**config.mk**
```make
export PLATFORM = sky130hd
export DESIGN_NAME = sio_ctrl
export DESIGN_NICKNAME = d
export VERILOG_FILES = /design/src/verilog/sio_ctrl.v /design/src/verilog/sio_sync2.v /design/src/verilog/sio_rate_div.v
export VERILOG_INCLUDE_DIRS = /design/src /design/src/verilog
export SDC_FILE = /design/constraint.sdc
export NUM_CORES = 1
export LEC_CHECK = 0
export BUFFER_PORTS_ARGS = -buffer_cell sky130_fd_sc_hd__buf_2
export CORE_MARGIN = 1
export CORE_UTILIZATION = 53
export CTS_CLUSTER_SIZE = 12
export DETAILED_ROUTE_END_ITERATION = 7
export PLACE_DENSITY = 0.86
export SYNTH_ARGS = -nofsm -noshare
export SYNTH_HDL_FRONTEND = slang
export SYNTH_SLANG_ARGS = --single-unit
```
**constraint.sdc**
```tcl
create_clock -name aclk -period 3 [get_ports aclk]
set_clock_uncertainty 0.05 [all_clocks]
set_input_delay 0.3 -clock aclk [delete_from_list [all_inputs] [get_ports aclk]]
set_output_delay 0.3 -clock aclk [all_outputs]
set_load 0.02 [all_outputs]
```
**src/verilog/sio_consts.vh**
```
// Purpose: register map, field positions, reset values and timing counts
// Assumes: 100 MHz system clock, 32-bit register bus
// Notes: register indexes are word indexes, byte address is index times four
`ifndef SIO_CONSTS_VH
`define SIO_CONSTS_VH

// ------
// register indexes
// ------
`define IDX_CLK_SEL 6'h1c
`define IDX_MODE 6'h1d
`define IDX_SHIFT 6'h1e
`define IDX_PORT 6'h1f
`define IDX_PIN 6'h20
`define IDX_IRQ_STAT 6'h21
`define IDX_IRQ_EN 6'h22
`define IDX_IRQ_CLR 6'h23

// ------
// field positions and reset values
// ------
`define MODE_GO 0
`define MODE_HIZ 1
`define MODE_DIR 3
`define CLK_SEL_RST 2'h0
`define MODE_RST 4'h0
`define HIZ_RST 1'b0
`define DIR_RST 1'b0
`define PORT_RST 3'h0
`define SHIFT_RST 8'h00
`define SEL_EXT 2'h0

// ------
// timing: rates in centi-hertz, half periods in system cycles
// ------
`define SYS_CLK_HZ 64'd100000000
`define RATE_SLOW_CHZ 64'd1250000
`define RATE_MID_CHZ 64'd1875000
`define RATE_FAST_CHZ 64'd3750000
`define BITS_PER_XFER 4'h8

// ------
// bus responses
// ------
`define RESP_OKAY 2'h0
`define RESP_SLVERR 2'h2

`endif

```
**src/verilog/sio_ctrl.v**
```verilog
// Purpose: mode, clock and pin-function control of a clocked serial channel
// Assumes: AXI4-Lite register access, one system clock, pins synchronised
// Notes: pin outputs are registered, so they follow settings one cycle late
//
// Notes on behaviour
// - two-wire mode uses clock plus a shared data pin, three-wire adds a dedicated output.
// - clock select 00 is external slave clock, 01/10/11 internal 12.5/18.75/37.5 kHz.
// - out_pin_enable at 1 makes the dedicated pin the serial output, else a port line.
// - data_dir_select at 0 leaves the shared pin a port line set by its port flag, at 1 an output.
// - external clock with port flag 0 makes the clock pin a shift clock input when running.
// - internal clock with port flag 1 drives the clock pin, idle high during wait.
// - receive direction with port flag 0 uses the shared pin as serial input when running.
// - transmit direction holds the shared pin idle in wait and drives data when running.
// - msb goes out on the falling clock edge, data enters the lsb on the rising edge.
// - the eighth rising clock edge returns to wait and raises an interrupt.
// - writing 0 to transfer_go while running forces wait and clears the clock counter.
//
// The implementer's own choice: register access over AXI4-Lite.
`timescale 1ns/1ps
`include "sio_consts.vh"
module sio_ctrl
(
    // clock and reset
    input wire aclk,
    input wire aresetn,
    // soft resets from the core
    input wire watchdog_stack_reset,
    input wire clock_stop,
    // write address channel
    input wire [7:0] awaddr,
    input wire [2:0] awprot,
    input wire awvalid,
    output reg awready,
    // write data channel
    input wire [31:0] wdata,
    input wire [3:0] wstrb,
    input wire wvalid,
    output reg wready,
    // write response channel
    output reg [1:0] bresp,
    output reg bvalid,
    input wire bready,
    // read address channel
    input wire [7:0] araddr,
    input wire [2:0] arprot,
    input wire arvalid,
    output reg arready,
    // read data channel
    output reg [31:0] rdata,
    output reg [1:0] rresp,
    output reg rvalid,
    input wire rready,
    // shift clock pin
    input wire port_b_line0_in,
    output reg port_b_line0_out,
    output reg port_b_line0_oe,
    // shared data pin
    input wire port_b_line1_in,
    output reg port_b_line1_out,
    output reg port_b_line1_oe,
    // dedicated data output pin
    input wire port_b_line2_in,
    output reg port_b_line2_out,
    output reg port_b_line2_oe,
    // interrupt
    output reg irq
);

// ------
// link states
// ------
localparam ST_WAIT = 2'b01;
localparam ST_XFER = 2'b10;

// ------
// declarations
// ------
reg [1:0] shift_clk_sel;
reg out_pin_enable;
reg data_dir_select;
reg [2:0] port_flag;
reg [2:0] port_data;
reg irq_en;
reg irq_stat;
reg [1:0] state;
reg [3:0] bit_cnt;
reg [7:0] shift_reg;
reg sck_int;
reg sck_prev;
reg dout;
reg done;
reg aw_held;
reg aw_ok;
reg [5:0] aw_idx;
reg w_held;
reg [31:0] w_data;
reg w_byte0;
reg [31:0] rd_word;
reg rd_ok;
wire [2:0] pin_s;
wire div_tick;
wire master;
wire xfer;
wire eff_clk;
wire sck_fall;
wire sck_rise;
wire wr_fire;
wire wr_en;
wire soft_rst;
wire [5:0] ar_idx;

// ------
// functions
// ------
// word index from a byte address, low bits must be zero
function [6:0] addr_index;
    input [7:0] a;
    begin
        addr_index = {a[1:0] == 2'h0, a[7:2]};
    end
endfunction

// half shift-clock period in system cycles for each internal rate
function [11:0] half_count;
    input [1:0] sel;
    reg [63:0] rate;
    reg [63:0] t;
    begin
        case (sel)
            2'h1: rate = `RATE_SLOW_CHZ;
            2'h2: rate = `RATE_MID_CHZ;
            default: rate = `RATE_FAST_CHZ;
        endcase
        t = (`SYS_CLK_HZ * 64'd100) / (64'd2 * rate);
        half_count = t[11:0];
    end
endfunction

// ------
// pin synchroniser and rate divider
// ------
sio_sync2 #(.WIDTH(3)) u_sync
(
    .aclk(aclk),
    .aresetn(aresetn),
    .async_in({port_b_line2_in, port_b_line1_in, port_b_line0_in}),
    .sync_out(pin_s)
);

// divider only runs while the internal clock is actually on the pin
sio_rate_div u_div
(
    .aclk(aclk),
    .aresetn(aresetn),
    .run(xfer && master && port_flag[0]),
    .limit(half_count(shift_clk_sel)),
    .tick(div_tick)
);

// ------
// shift clock source and edge detection
// ------
assign master = shift_clk_sel != `SEL_EXT;
assign xfer = state == ST_XFER;
// counter follows sck_int for an internal clock and the synchronised pin level for an external one with port flag 0, else a constant high
assign eff_clk = master ? sck_int : (port_flag[0] ? 1'b1 : pin_s[0]);
assign sck_fall = sck_prev && !eff_clk;
assign sck_rise = !sck_prev && eff_clk;
assign soft_rst = watchdog_stack_reset || clock_stop;

// ------
// register bus: write side
// ------
assign wr_fire = aw_held && w_held && !bvalid;
assign wr_en = wr_fire && aw_ok && w_byte0;
assign ar_idx = araddr[7:2];

// address and data are taken independently, either order
always @(posedge aclk)
begin
    if (!aresetn)
    begin
        aw_held <= 1'b0;
        aw_ok <= 1'b0;
        aw_idx <= 6'h00;
        w_held <= 1'b0;
        w_data <= 32'h00000000;
        w_byte0 <= 1'b0;
        awready <= 1'b0;
        wready <= 1'b0;
        bvalid <= 1'b0;
        bresp <= `RESP_OKAY;
    end
    else
    begin
        awready <= !aw_held && !(awvalid && awready);
        wready <= !w_held && !(wvalid && wready);
        if (awvalid && awready)
        begin
            aw_held <= 1'b1;
            aw_idx <= awaddr[7:2];
            aw_ok <= addr_index(awaddr) >= {1'b1, `IDX_CLK_SEL}
                && addr_index(awaddr) <= {1'b1, `IDX_IRQ_CLR}
                && addr_index(awaddr) != {1'b1, `IDX_PIN}
                && addr_index(awaddr) != {1'b1, `IDX_IRQ_STAT};
        end
        if (wvalid && wready)
        begin
            w_held <= 1'b1;
            w_data <= wdata;
            w_byte0 <= wstrb[0];
        end
        if (wr_fire)
        begin
            aw_held <= 1'b0;
            w_held <= 1'b0;
            bvalid <= 1'b1;
            bresp <= aw_ok ? `RESP_OKAY : `RESP_SLVERR;
        end
        else if (bvalid && bready)
        begin
            bvalid <= 1'b0;
        end
    end
end

// ------
// configuration registers
// ------
// only the defined bits are stored, so upper bits never take writes
always @(posedge aclk)
begin
    if (!aresetn)
    begin
        shift_clk_sel <= `CLK_SEL_RST;
        out_pin_enable <= `HIZ_RST;
        data_dir_select <= `DIR_RST;
        port_flag <= `PORT_RST;
        port_data <= `PORT_RST;
        irq_en <= 1'b0;
    end
    else if (soft_rst)
    begin
        shift_clk_sel <= `CLK_SEL_RST;
        out_pin_enable <= 1'b0;
    end
    else if (wr_en)
    begin
        case (aw_idx)
            `IDX_CLK_SEL: shift_clk_sel <= w_data[1:0];
            `IDX_MODE:
            begin
                out_pin_enable <= w_data[`MODE_HIZ];
                data_dir_select <= w_data[`MODE_DIR];
            end
            `IDX_PORT:
            begin
                port_flag <= w_data[2:0];
                port_data <= w_data[6:4];
            end
            `IDX_IRQ_EN: irq_en <= w_data[0];
            default: irq_en <= irq_en;
        endcase
    end
end

// ------
// link sequencing: wait control, clock counter, shift register
// ------
always @(posedge aclk)
begin
    if (!aresetn || soft_rst)
    begin
        state <= ST_WAIT;
        bit_cnt <= 4'h0;
        sck_int <= 1'b1;
        sck_prev <= 1'b1;
        done <= 1'b0;
        if (!aresetn)
        begin
            shift_reg <= `SHIFT_RST;
            dout <= 1'b1;
        end
    end
    else
    begin
        done <= 1'b0;
        sck_prev <= eff_clk;
        case (state)
            ST_WAIT:
            begin
                sck_int <= 1'b1;
                bit_cnt <= 4'h0;
                if (wr_en && aw_idx == `IDX_SHIFT)
                begin
                    shift_reg <= w_data[7:0];
                end
                if (wr_en && aw_idx == `IDX_MODE && w_data[`MODE_GO])
                begin
                    state <= ST_XFER;
                end
            end
            ST_XFER:
            begin
                if (div_tick)
                begin
                    sck_int <= !sck_int;
                end
                if (sck_fall)
                begin
                    bit_cnt <= bit_cnt + 4'h1;
                    dout <= shift_reg[7];
                end
                if (sck_rise && bit_cnt != 4'h0)
                begin
                    shift_reg <= {shift_reg[6:0], pin_s[1]};
                    if (bit_cnt == `BITS_PER_XFER)
                    begin
                        state <= ST_WAIT;
                        bit_cnt <= 4'h0;
                        done <= 1'b1;
                    end
                end
                // writing 1 again while running changes nothing
                if (wr_en && aw_idx == `IDX_MODE && !w_data[`MODE_GO])
                begin
                    state <= ST_WAIT;
                    bit_cnt <= 4'h0;
                    sck_int <= 1'b1;
                end
            end
            default:
            begin
                state <= ST_WAIT;
                bit_cnt <= 4'h0;
            end
        endcase
    end
end

// ------
// interrupt status, enable and output
// ------
// a completion in the clearing cycle stays set
always @(posedge aclk)
begin
    if (!aresetn)
    begin
        irq_stat <= 1'b0;
        irq <= 1'b0;
    end
    else
    begin
        if (done)
        begin
            irq_stat <= 1'b1;
        end
        else if (wr_en && aw_idx == `IDX_IRQ_CLR && w_data[0])
        begin
            irq_stat <= 1'b0;
        end
        irq <= irq_stat && irq_en;
    end
end

// ------
// pin function selection
// ------
// every pin also depends on its port flag, software sets both
always @(posedge aclk)
begin
    if (!aresetn)
    begin
        port_b_line0_out <= 1'b1;
        port_b_line0_oe <= 1'b0;
        port_b_line1_out <= 1'b1;
        port_b_line1_oe <= 1'b0;
        port_b_line2_out <= 1'b1;
        port_b_line2_oe <= 1'b0;
    end
    else
    begin
        // flag 0: input or external clock; flag 1: port out or own clock
        port_b_line0_oe <= port_flag[0];
        port_b_line0_out <= master ? (xfer ? sck_int : 1'b1) : port_data[0];
        // two-wire shared pin: direction bit picks in or out
        port_b_line1_oe <= data_dir_select || port_flag[1];
        if (data_dir_select)
        begin
            port_b_line1_out <= xfer ? dout : 1'b1;
        end
        else
        begin
            port_b_line1_out <= port_data[1];
        end
        // three-wire dedicated output or plain port line
        port_b_line2_oe <= out_pin_enable || port_flag[2];
        port_b_line2_out <= out_pin_enable ? dout : port_data[2];
    end
end

// ------
// register bus: read side
// ------
always @*
begin
    rd_word = 32'h00000000;
    rd_ok = araddr[1:0] == 2'h0;
    case (ar_idx)
        `IDX_CLK_SEL: rd_word[1:0] = shift_clk_sel;
        `IDX_MODE: rd_word[3:0] = {data_dir_select, 1'b0, out_pin_enable, xfer};
        `IDX_SHIFT: rd_word[7:0] = shift_reg;
        `IDX_PORT: rd_word[6:0] = {port_data, 1'b0, port_flag};
        `IDX_PIN: rd_word[2:0] = pin_s;
        `IDX_IRQ_STAT: rd_word[0] = irq_stat;
        `IDX_IRQ_EN: rd_word[0] = irq_en;
        `IDX_IRQ_CLR: rd_word = 32'h00000000;
        default: rd_ok = 1'b0;
    endcase
end

// one read at a time, answered the cycle after the address is taken
always @(posedge aclk)
begin
    if (!aresetn)
    begin
        arready <= 1'b0;
        rvalid <= 1'b0;
        rdata <= 32'h00000000;
        rresp <= `RESP_OKAY;
    end
    else
    begin
        arready <= !rvalid && !(arvalid && arready);
        if (arvalid && arready)
        begin
            rvalid <= 1'b1;
            rdata <= rd_ok ? rd_word : 32'h00000000;
            rresp <= rd_ok ? `RESP_OKAY : `RESP_SLVERR;
        end
        else if (rvalid && rready)
        begin
            rvalid <= 1'b0;
        end
    end
end

endmodule

```
**src/verilog/sio_sync2.v**
```verilog
// Purpose: two flip-flop synchroniser for pin levels
// Assumes: inputs are asynchronous levels
// Notes: first stage is read only by the second stage
`timescale 1ns/1ps
module sio_sync2
#(
    parameter WIDTH = 3
)
(
    // clock and reset
    input wire aclk,
    input wire aresetn,
    // levels
    input wire [WIDTH-1:0] async_in,
    output reg [WIDTH-1:0] sync_out
);

reg [WIDTH-1:0] stage1;

// ----------------------------------------------------------------
// two stages, reset high like idle pins
// ----------------------------------------------------------------
always @(posedge aclk)
begin
    if (!aresetn)
    begin
        stage1 <= {WIDTH{1'b1}};
        sync_out <= {WIDTH{1'b1}};
    end
    else
    begin
        stage1 <= async_in;
        sync_out <= stage1;
    end
end

endmodule

```
**src/verilog/sio_rate_div.v**
```verilog
// Purpose: half-period tick generator for the internal shift clock
// Assumes: limit is at least one
// Notes: count restarts whenever run drops
`timescale 1ns/1ps
module sio_rate_div
(
    // clock and reset
    input wire aclk,
    input wire aresetn,
    // control
    input wire run,
    input wire [11:0] limit,
    // one-cycle enable
    output reg tick
);

reg [11:0] count;

// ----------------------------------------------------------------
// divider
// ----------------------------------------------------------------
always @(posedge aclk)
begin
    if (!aresetn || !run)
    begin
        count <= 12'h000;
        tick <= 1'b0;
    end
    else if (count >= limit - 12'h001)
    begin
        count <= 12'h000;
        tick <= 1'b1;
    end
    else
    begin
        count <= count + 12'h001;
        tick <= 1'b0;
    end
end

endmodule

```
==> impl_metrics.tcl, run 1 <==
set metrics [dict create \
    core_region_area_sq_um 7890 \
    max_flop_register "u_div.count" \
    max-clock-path-buffers 2 \
    power_share_of_the_combinational_group 0.077 \
    irDropWorstVdd_mv 0.311 \
    slew_headroom 0.467 \
    synth_top_area_share 0.365 \
    critPathKind "register to register" \
    synth_seq_cells 89 \
    track_usage 0.226 \
    die_height_um 93.0 \
    setup_viol 0 \
    timing.hold.ws_ps 72.2 \
    detailedRoute.firstPassIterationCount 4 \
    tritoncts "done" \
    post-route-period-util 0.914 \
    post_cts_resized 0 \
    power_mw 2.15 \
    grt_remaining_overflow 0 \
    largest_reg_flops 12 \
    clock-root-buffer "sky130_fd_sc_hd__clkbuf_8" \
    start_util 0.557 \
    dp_worst_setup_slack_ps 320 \
    number_of_synthesized_flops_with_an_enable_pin 9 \
    ys.warnings.count 0 \
    routed-via-count 3550 \
    portBuffers 58 \
    nFillCells 675 \
    detail_route.wl_per_cell_um 14.1 \
    mappedNetlistArea_sq_um 4390 \
    first_global_vias 3432 \
    place_congestion 0.849 \
    data_arrival_time_of_the_critical_path_ps 3000 \
    highest_attainable_clock_frequency_mhz 365 \
    dp.final_hpwl_um 6630 \
    global_route_wire_length_before_repair_um 15500 \
    transition_time_at_the_pin_with_the_least_slew_margin_ps 800 \
    hold_viol_final 0 \
    placement_rows 32 \
    clock_tree.htree_level_count 3 \
    overall_routed_net_length_um 9060 \
    setup-tns-final_ps 0 \
    number_of_antenna_violations_at_the_first_check_in_global_routing 0 \
    drv_cap 0 \
    share_seq_of_total_power 0.583 \
    power.internal_mw 1.59 \
    gr_peak_layer "met2" \
    layout_setup_ws_ps 258 \
    cp-start-kind "register" \
    grt_max_degree 39 \
    ant_diodes 0 \
    postSynthAreaPerCell_sq_um 9.07 \
    synth_top_flop_cell "sky130_fd_sc_hd__dfxtp_1" \
    synth.largest_area_cell "sky130_fd_sc_hd__dfxtp_1" \
    clock_network_latency_to_the_later_pin_of_the_worst_skew_pair_ps 360 \
    clock_power_share 0.341 \
    clk_transition_reported_paths_ps 90 \
    place.detailed.instances 629 \
    power_switching_mw 0.561 \
    synth.area.top_cells "sky130_fd_sc_hd__dfxtp_1, sky130_fd_sc_hd__ha_1, sky130_fd_sc_hd__edfxtp_1, sky130_fd_sc_hd__nand2_1, sky130_fd_sc_hd__buf_4" \
    seq_area_frac_synth 0.426 \
    static-leakage-power_nw 1.90 \
    power_switching_share 0.261 \
    cts-buffers-inserted 9 \
    timing.final.crit_period_ps 2740 \
    synth.distinct_cells 65 \
    fin_cells 645 \
    routed_via_density 5.50 \
    synthesis.instances 484 \
    die_w_um 93.0 \
    worstHoldPathType "input pin to register" \
    floorplan_die_area_sq_um 8650 \
    run_status "completed" \
    tritoncts_num_sinks 89 \
    ant_nets 0 \
    rsz0062_at_grt "no" \
    worst_ep_required_time_ps 3260 \
    hold_buffers 0 \
    grtUsageMet3 0.0610 \
    finalNetCount 630 \
    timing_max_transition_violations_final 0 \
    grt.met2_usage 0.376 \
    critPathMaxFanout 9 \
    boundaryPins 118 \
    synth-async-reset-ratio 0 \
    remaining_drc_errors 0 \
    critical_path.endpoint_type "register" \
    globalRouteMet1Util 0.288 \
    post_dp_cell_area_sq_um 4650 \
    drtIter0Drc 136 \
    setup_fix_bufs_post_cts 0 \
    syn2layout_area_growth_pct 9.77 \
    share_of_final_layout_standard_cells_stronger_than_drive_strength_1 0.173 \
    finalCoreUtilization 0.611 \
    p_per_area_nw_per_um2 446 \
    fin_area_sq_um 4820 \
]
## path summary, 6_finish.rpt
kind,start,end,slack [ps],cells after the start
min,port_b_line2_in,u_sync.stage1[2],70,2
min reg2reg,u_sync.stage1[1],u_sync.sync_out[1],380,1
max reg2reg,shift_clk_sel[0],u_div.tick,260,9
max,shift_clk_sel[0],u_div.tick,260,9
## kinds of logic after synthesis
logic type      after synthesis  share of synthesized area
compound gates               87                      0.124
xor+xnor                     13                     0.0259
fa+ha+maj                    22                     0.0627
buf+inv                      64                     0.0812
flops                        89                      0.426
mux                          21                     0.0513
other cells                   1                   0.000854
simple gates                187                      0.228
## layout by cell type, fill, tap and decap left out, types with 4 or more instances in the layout
cell | netlist | routed
sky130_fd_sc_hd__nand4_1 | 4 | 4
sky130_fd_sc_hd__a211oi_1 | 4 | 4
sky130_fd_sc_hd__mux2i_1 | 18 | 18
sky130_fd_sc_hd__buf_4 | 26 | 4
sky130_fd_sc_hd__o21ai_0 | 21 | 21
sky130_fd_sc_hd__clkbuf_8 | 0 | 9
sky130_fd_sc_hd__nor3_1 | 18 | 18
sky130_fd_sc_hd__edfxtp_1 | 9 | 9
sky130_fd_sc_hd__xor2_1 | 4 | 4
sky130_fd_sc_hd__nand2_1 | 56 | 56
sky130_fd_sc_hd__and3_1 | 4 | 4
sky130_fd_sc_hd__ha_1 | 22 | 22
sky130_fd_sc_hd__conb_1 | 1 | 26
sky130_fd_sc_hd__a21oi_1 | 34 | 34
sky130_fd_sc_hd__nor2b_1 | 5 | 5
sky130_fd_sc_hd__nor2_1 | 34 | 34
sky130_fd_sc_hd__dfxtp_1 | 80 | 80
sky130_fd_sc_hd__xnor2_1 | 9 | 9
sky130_fd_sc_hd__inv_1 | 20 | 20
sky130_fd_sc_hd__buf_2 | 2 | 58
sky130_fd_sc_hd__nand3_1 | 17 | 17
sky130_fd_sc_hd__and2_1 | 7 | 7
sky130_fd_sc_hd__nand2b_1 | 10 | 10
sky130_fd_sc_hd__o21a_1 | 4 | 4
## power groups by stage
| stage | Clock (mW) | Sequential [mW] | Combinational [mW] |
|---|---|---|---|
| finish | 0.732 | 1.25 | 0.165 |
| detailed placement | 0 | 1.28 | 0.163 |
| floorplan | 0 | 1.28 | 0.130 |
| CTS | 0.742 | 1.25 | 0.164 |
| global placement | 0 | 1.28 | 0.160 |
| global route | 0.799 | 1.26 | 0.184 |
## routing by layer
layer | share of wire | wire, um | up-vias
li1 | - | - | 1760
met1 | 0.44 | 4010 | 1646
met2 | 0.47 | 4290 | 131
met3 | 0.067 | 610 | 13
met4 | 0.017 | 153 | 0
met5 | 0 | 0 | -
## cell type report
class                           count  area (sq um)  area share
Multi-Input combinational cell    356          2260       0.468
Clock inverter                      6          41.3     0.00856
Timing Repair Buffer               62           320      0.0664
Sequential cell                    89          1870       0.388
Inverter                           20          75.1      0.0156
Clock buffer                       10           128      0.0265
Tap cell                          102           128      0.0265
## worst max-delay path, stage by stage, from the launching register on
cell	delay, ps
sky130_fd_sc_hd__dfxtp_1	420
sky130_fd_sc_hd__inv_1	110
sky130_fd_sc_hd__ha_1	310
sky130_fd_sc_hd__inv_1	80
sky130_fd_sc_hd__ha_1	330
sky130_fd_sc_hd__nand4_1	150
sky130_fd_sc_hd__or3_1	420
sky130_fd_sc_hd__o32ai_2	430
sky130_fd_sc_hd__buf_4	240
sky130_fd_sc_hd__o21ba_2	140
## cell usage after synthesis, types with 10 or more instances
library cell and n:
sky130_fd_sc_hd__nor3_1 18, sky130_fd_sc_hd__nand2_1 56, sky130_fd_sc_hd__inv_1 20, sky130_fd_sc_hd__o21ai_0 21
sky130_fd_sc_hd__a21oi_1 34, sky130_fd_sc_hd__mux2i_1 18, sky130_fd_sc_hd__nor2_1 34, sky130_fd_sc_hd__buf_4 26
sky130_fd_sc_hd__nand3_1 17, sky130_fd_sc_hd__dfxtp_1 80, sky130_fd_sc_hd__nand2b_1 10, sky130_fd_sc_hd__ha_1 22
sky130_fd_sc_hd__clkbuf_1 12
(Power assumes the default switching activity.)
==> run 2: changes to the inputs <==
--- a/config.mk
+++ b/config.mk
@@ -6,12 +6,13 @@
 export SDC_FILE = /design/constraint.sdc
 export NUM_CORES = 1
 export LEC_CHECK = 0
+export ABC_AREA = 1
 export BUFFER_PORTS_ARGS = -buffer_cell sky130_fd_sc_hd__buf_2
 export CORE_MARGIN = 1
-export CORE_UTILIZATION = 53
+export CORE_UTILIZATION = 52
 export CTS_CLUSTER_SIZE = 12
 export DETAILED_ROUTE_END_ITERATION = 7
-export PLACE_DENSITY = 0.86
+export PLACE_DENSITY = 0.85
 export SYNTH_ARGS = -nofsm -noshare
 export SYNTH_HDL_FRONTEND = slang
 export SYNTH_SLANG_ARGS = --single-unit
==> run 2 against run 1 <==
Hold slack got worse by 19 ps. Non-clock buffer count fell by 2. Global-route usage down 1.8 points. Synthesized cell count increased by 12%. Die area is 1.2% lower. Count of clock-buffer cells in the layout down 1. Cell area decreased by 1.8%. Area after synthesis down 3.1%. Critical path type unchanged.
==> impl_metrics.tcl, run 2 <==
set metrics [dict create \
    rr_endpoint "shift_reg[6]" \
    critPathMaxFanout 9 \
    first_global_vias 3234 \
    post-synth-top-count-cell "sky130_fd_sc_hd__nand2_1" \
    fin_area_sq_um 4730 \
    timing.hold.ws_ps 53.6 \
    cp-start-kind "register" \
    slew_headroom 0.314 \
    grt_max_degree 32 \
    irDropWorstVdd_mv 0.247 \
    synth-async-reset-ratio 0 \
    power_mw 2.24 \
    synth.distinct_cells 36 \
    tritoncts "done" \
    worst_ep_required_time_ps 2950 \
    synth_seq_cells 89 \
    rr_worst_depth 6 \
    synth.area.top_cells "sky130_fd_sc_hd__dfxtp_1, sky130_fd_sc_hd__nand2_1, sky130_fd_sc_hd__nor2_1, sky130_fd_sc_hd__ha_1, sky130_fd_sc_hd__edfxtp_1" \
    synth.largest_area_cell "sky130_fd_sc_hd__dfxtp_1" \
    rsz0062_at_grt "no" \
    most-common-layout-cells "sky130_fd_sc_hd__nand2_1, sky130_fd_sc_hd__dfxtp_1, sky130_fd_sc_hd__nor2_1, sky130_fd_sc_hd__inv_1, sky130_fd_sc_hd__buf_2" \
    share_of_final_layout_standard_cells_stronger_than_drive_strength_1 0.156 \
    clock_network_latency_to_the_later_pin_of_the_worst_skew_pair_ps 370 \
    synth_top_area_share 0.376 \
    track_usage 0.209 \
    reg2reg_from "state[0]" \
    start_util 0.545 \
    layout_setup_ws_ps 541 \
    startpoint "state[0]" \
    critPathKind "register to register" \
    boundaryPins 118 \
    seq_area_frac_synth 0.440 \
    hold_viol_final 0 \
    remaining_drc_errors 0 \
    register_area_sq_um 1870 \
    grt_remaining_overflow 0 \
    nFillCells 694 \
    postSynthAreaPerCell_sq_um 7.84 \
    run_status "completed" \
    timing_max_transition_violations_final 0 \
    place.detailed.instances 694 \
    post-route-period-util 0.820 \
    clk_transition_reported_paths_ps 100 \
    die_height_um 92.5 \
    setup-tns-final_ps 0 \
    static-leakage-power_nw 2.10 \
    syn2layout_area_growth_pct 11.2 \
    setup_fix_bufs_post_cts 0 \
    data_arrival_time_of_the_critical_path_ps 2400 \
    worstHoldPathType "input pin to register" \
    post_dp_cell_area_sq_um 4540 \
    number_of_antenna_violations_at_the_first_check_in_global_routing 0 \
    highest_attainable_clock_frequency_mhz 407 \
    max-clock-path-buffers 2 \
    detailedRoute.firstPassIterationCount 4 \
    synth_common_cells "sky130_fd_sc_hd__nand2_1, sky130_fd_sc_hd__dfxtp_1, sky130_fd_sc_hd__nor2_1, sky130_fd_sc_hd__inv_1, sky130_fd_sc_hd__o21ai_0" \
    cts-buffers-inserted 9 \
    routed-via-count 3587 \
    dp_worst_setup_slack_ps 516 \
    post_cts_resized 0 \
    global_route_wire_length_before_repair_um 14200 \
    number_of_synthesized_flops_with_an_enable_pin 9 \
    drtIter0Drc 183 \
    synth_top_flop_cell "sky130_fd_sc_hd__dfxtp_1" \
    timing.reg2reg.setup_slack_ps 540 \
    tritoncts_num_sinks 89 \
    ant_diodes 0 \
    overall_routed_net_length_um 8370 \
    largest_reg_flops 12 \
    drv_cap 0 \
    combined_area_of_the_multi_input_logic_cells_sq_um 1970 \
    portBuffers 58 \
    timing.final.crit_period_ps 2460 \
    die_w_um 92.5 \
    finalNetCount 695 \
    detail_route.wl_per_cell_um 11.8 \
    max_flop_register "u_div.count" \
    core_region_area_sq_um 7810 \
    timing.critical_path.to "shift_reg[6]" \
    place_congestion 0.864 \
    clock-root-buffer "sky130_fd_sc_hd__clkbuf_8" \
    fin_cells 710 \
    mappedNetlistArea_sq_um 4260 \
    routed_via_density 5.05 \
    transition_time_at_the_pin_with_the_least_slew_margin_ps 1020 \
    floorplan_die_area_sq_um 8550 \
    p_per_area_nw_per_um2 472 \
    setup_viol 0 \
    most_common_cell_after_layout_fill_and_taps_aside "sky130_fd_sc_hd__nand2_1" \
    synthesis.instances 543 \
    hold_buffers 0 \
    finalCoreUtilization 0.606 \
    ys.warnings.count 0 \
    clock_tree.htree_level_count 3 \
    ant_nets 0 \
    placement_rows 32 \
    critical_path.endpoint_type "register" \
    dp.final_hpwl_um 6300 \
]
-- run 2: cell count changes after synthesis, sizes merged, moves of 8 or more --
| cell | change |
|---|---|
| o21ai | +18 |
| inv | +50 |
| nand2 | +33 |
| nor2 | +43 |
| mux2i | -18 |
| nand3 | +8 |
| nand2b | -10 |
-- run 2: kinds of logic after synthesis --
family	Yosys count	synth area share
xor gates and xnor gates	12	0.0247
DFF	89	0.440
other	1	0.000881
buffers and inverters	106	0.119
and+or+nand+nor	217	0.222
AOI/OAI and AO/OA	96	0.128
adders and majority gates	22	0.0647
-- run 2: critical path, stage by stage (launching register included) --
cell	delay [ps]
sky130_fd_sc_hd__dfxtp_1	320
sky130_fd_sc_hd__inv_1	70
sky130_fd_sc_hd__ha_1	320
sky130_fd_sc_hd__inv_1	170
sky130_fd_sc_hd__nand2_1	260
sky130_fd_sc_hd__o22ai_1	110
sky130_fd_sc_hd__nor3_1	790
-- run 2: area by class of cell --
class,count,area share
multi-input combinational,373,0.416
sequential,89,0.395
clock inverter,7,0.0153
tap,102,0.0270
clock buffer,9,0.0262
inverter,70,0.0555
timing repair buffer,60,0.0645
-- run 2: where the power goes --
group / total [mW] / internal, mW / switching (mW)
Sequential: 1.26 / 1.24 / 0.0198
Clock: 0.803 / 0.325 / 0.478
Combinational: 0.175 / 0.0515 / 0.124
-- run 2: layer usage --
| layer | wire length [um] | global-route usage | vias to the layer above |
|---|---|---|---|
| li1 | - | - | 1830 |
| met1 | 3970 | 0.272 | 1606 |
| met2 | 3670 | 0.336 | 140 |
| met3 | 617 | 0.0509 | 11 |
| met4 | 114 | 0.0729 | 0 |
| met5 | 0 | 0 | - |
-- run 2: worst min-delay path by stage --
stage	depth (start not counted)	slack (ps)	from	endpoint
global placement	1	350	u_sync.stage1[1]	u_sync.sync_out[1]
CTS	2	50	port_b_line0_in	u_sync.stage1[0]
floorplan	1	340	u_sync.stage1[0]	u_sync.sync_out[0]
finish	2	50	port_b_line0_in	u_sync.stage1[0]
global route	2	50	port_b_line0_in	u_sync.stage1[0]
detailed placement	1	350	u_sync.stage1[1]	u_sync.sync_out[1]
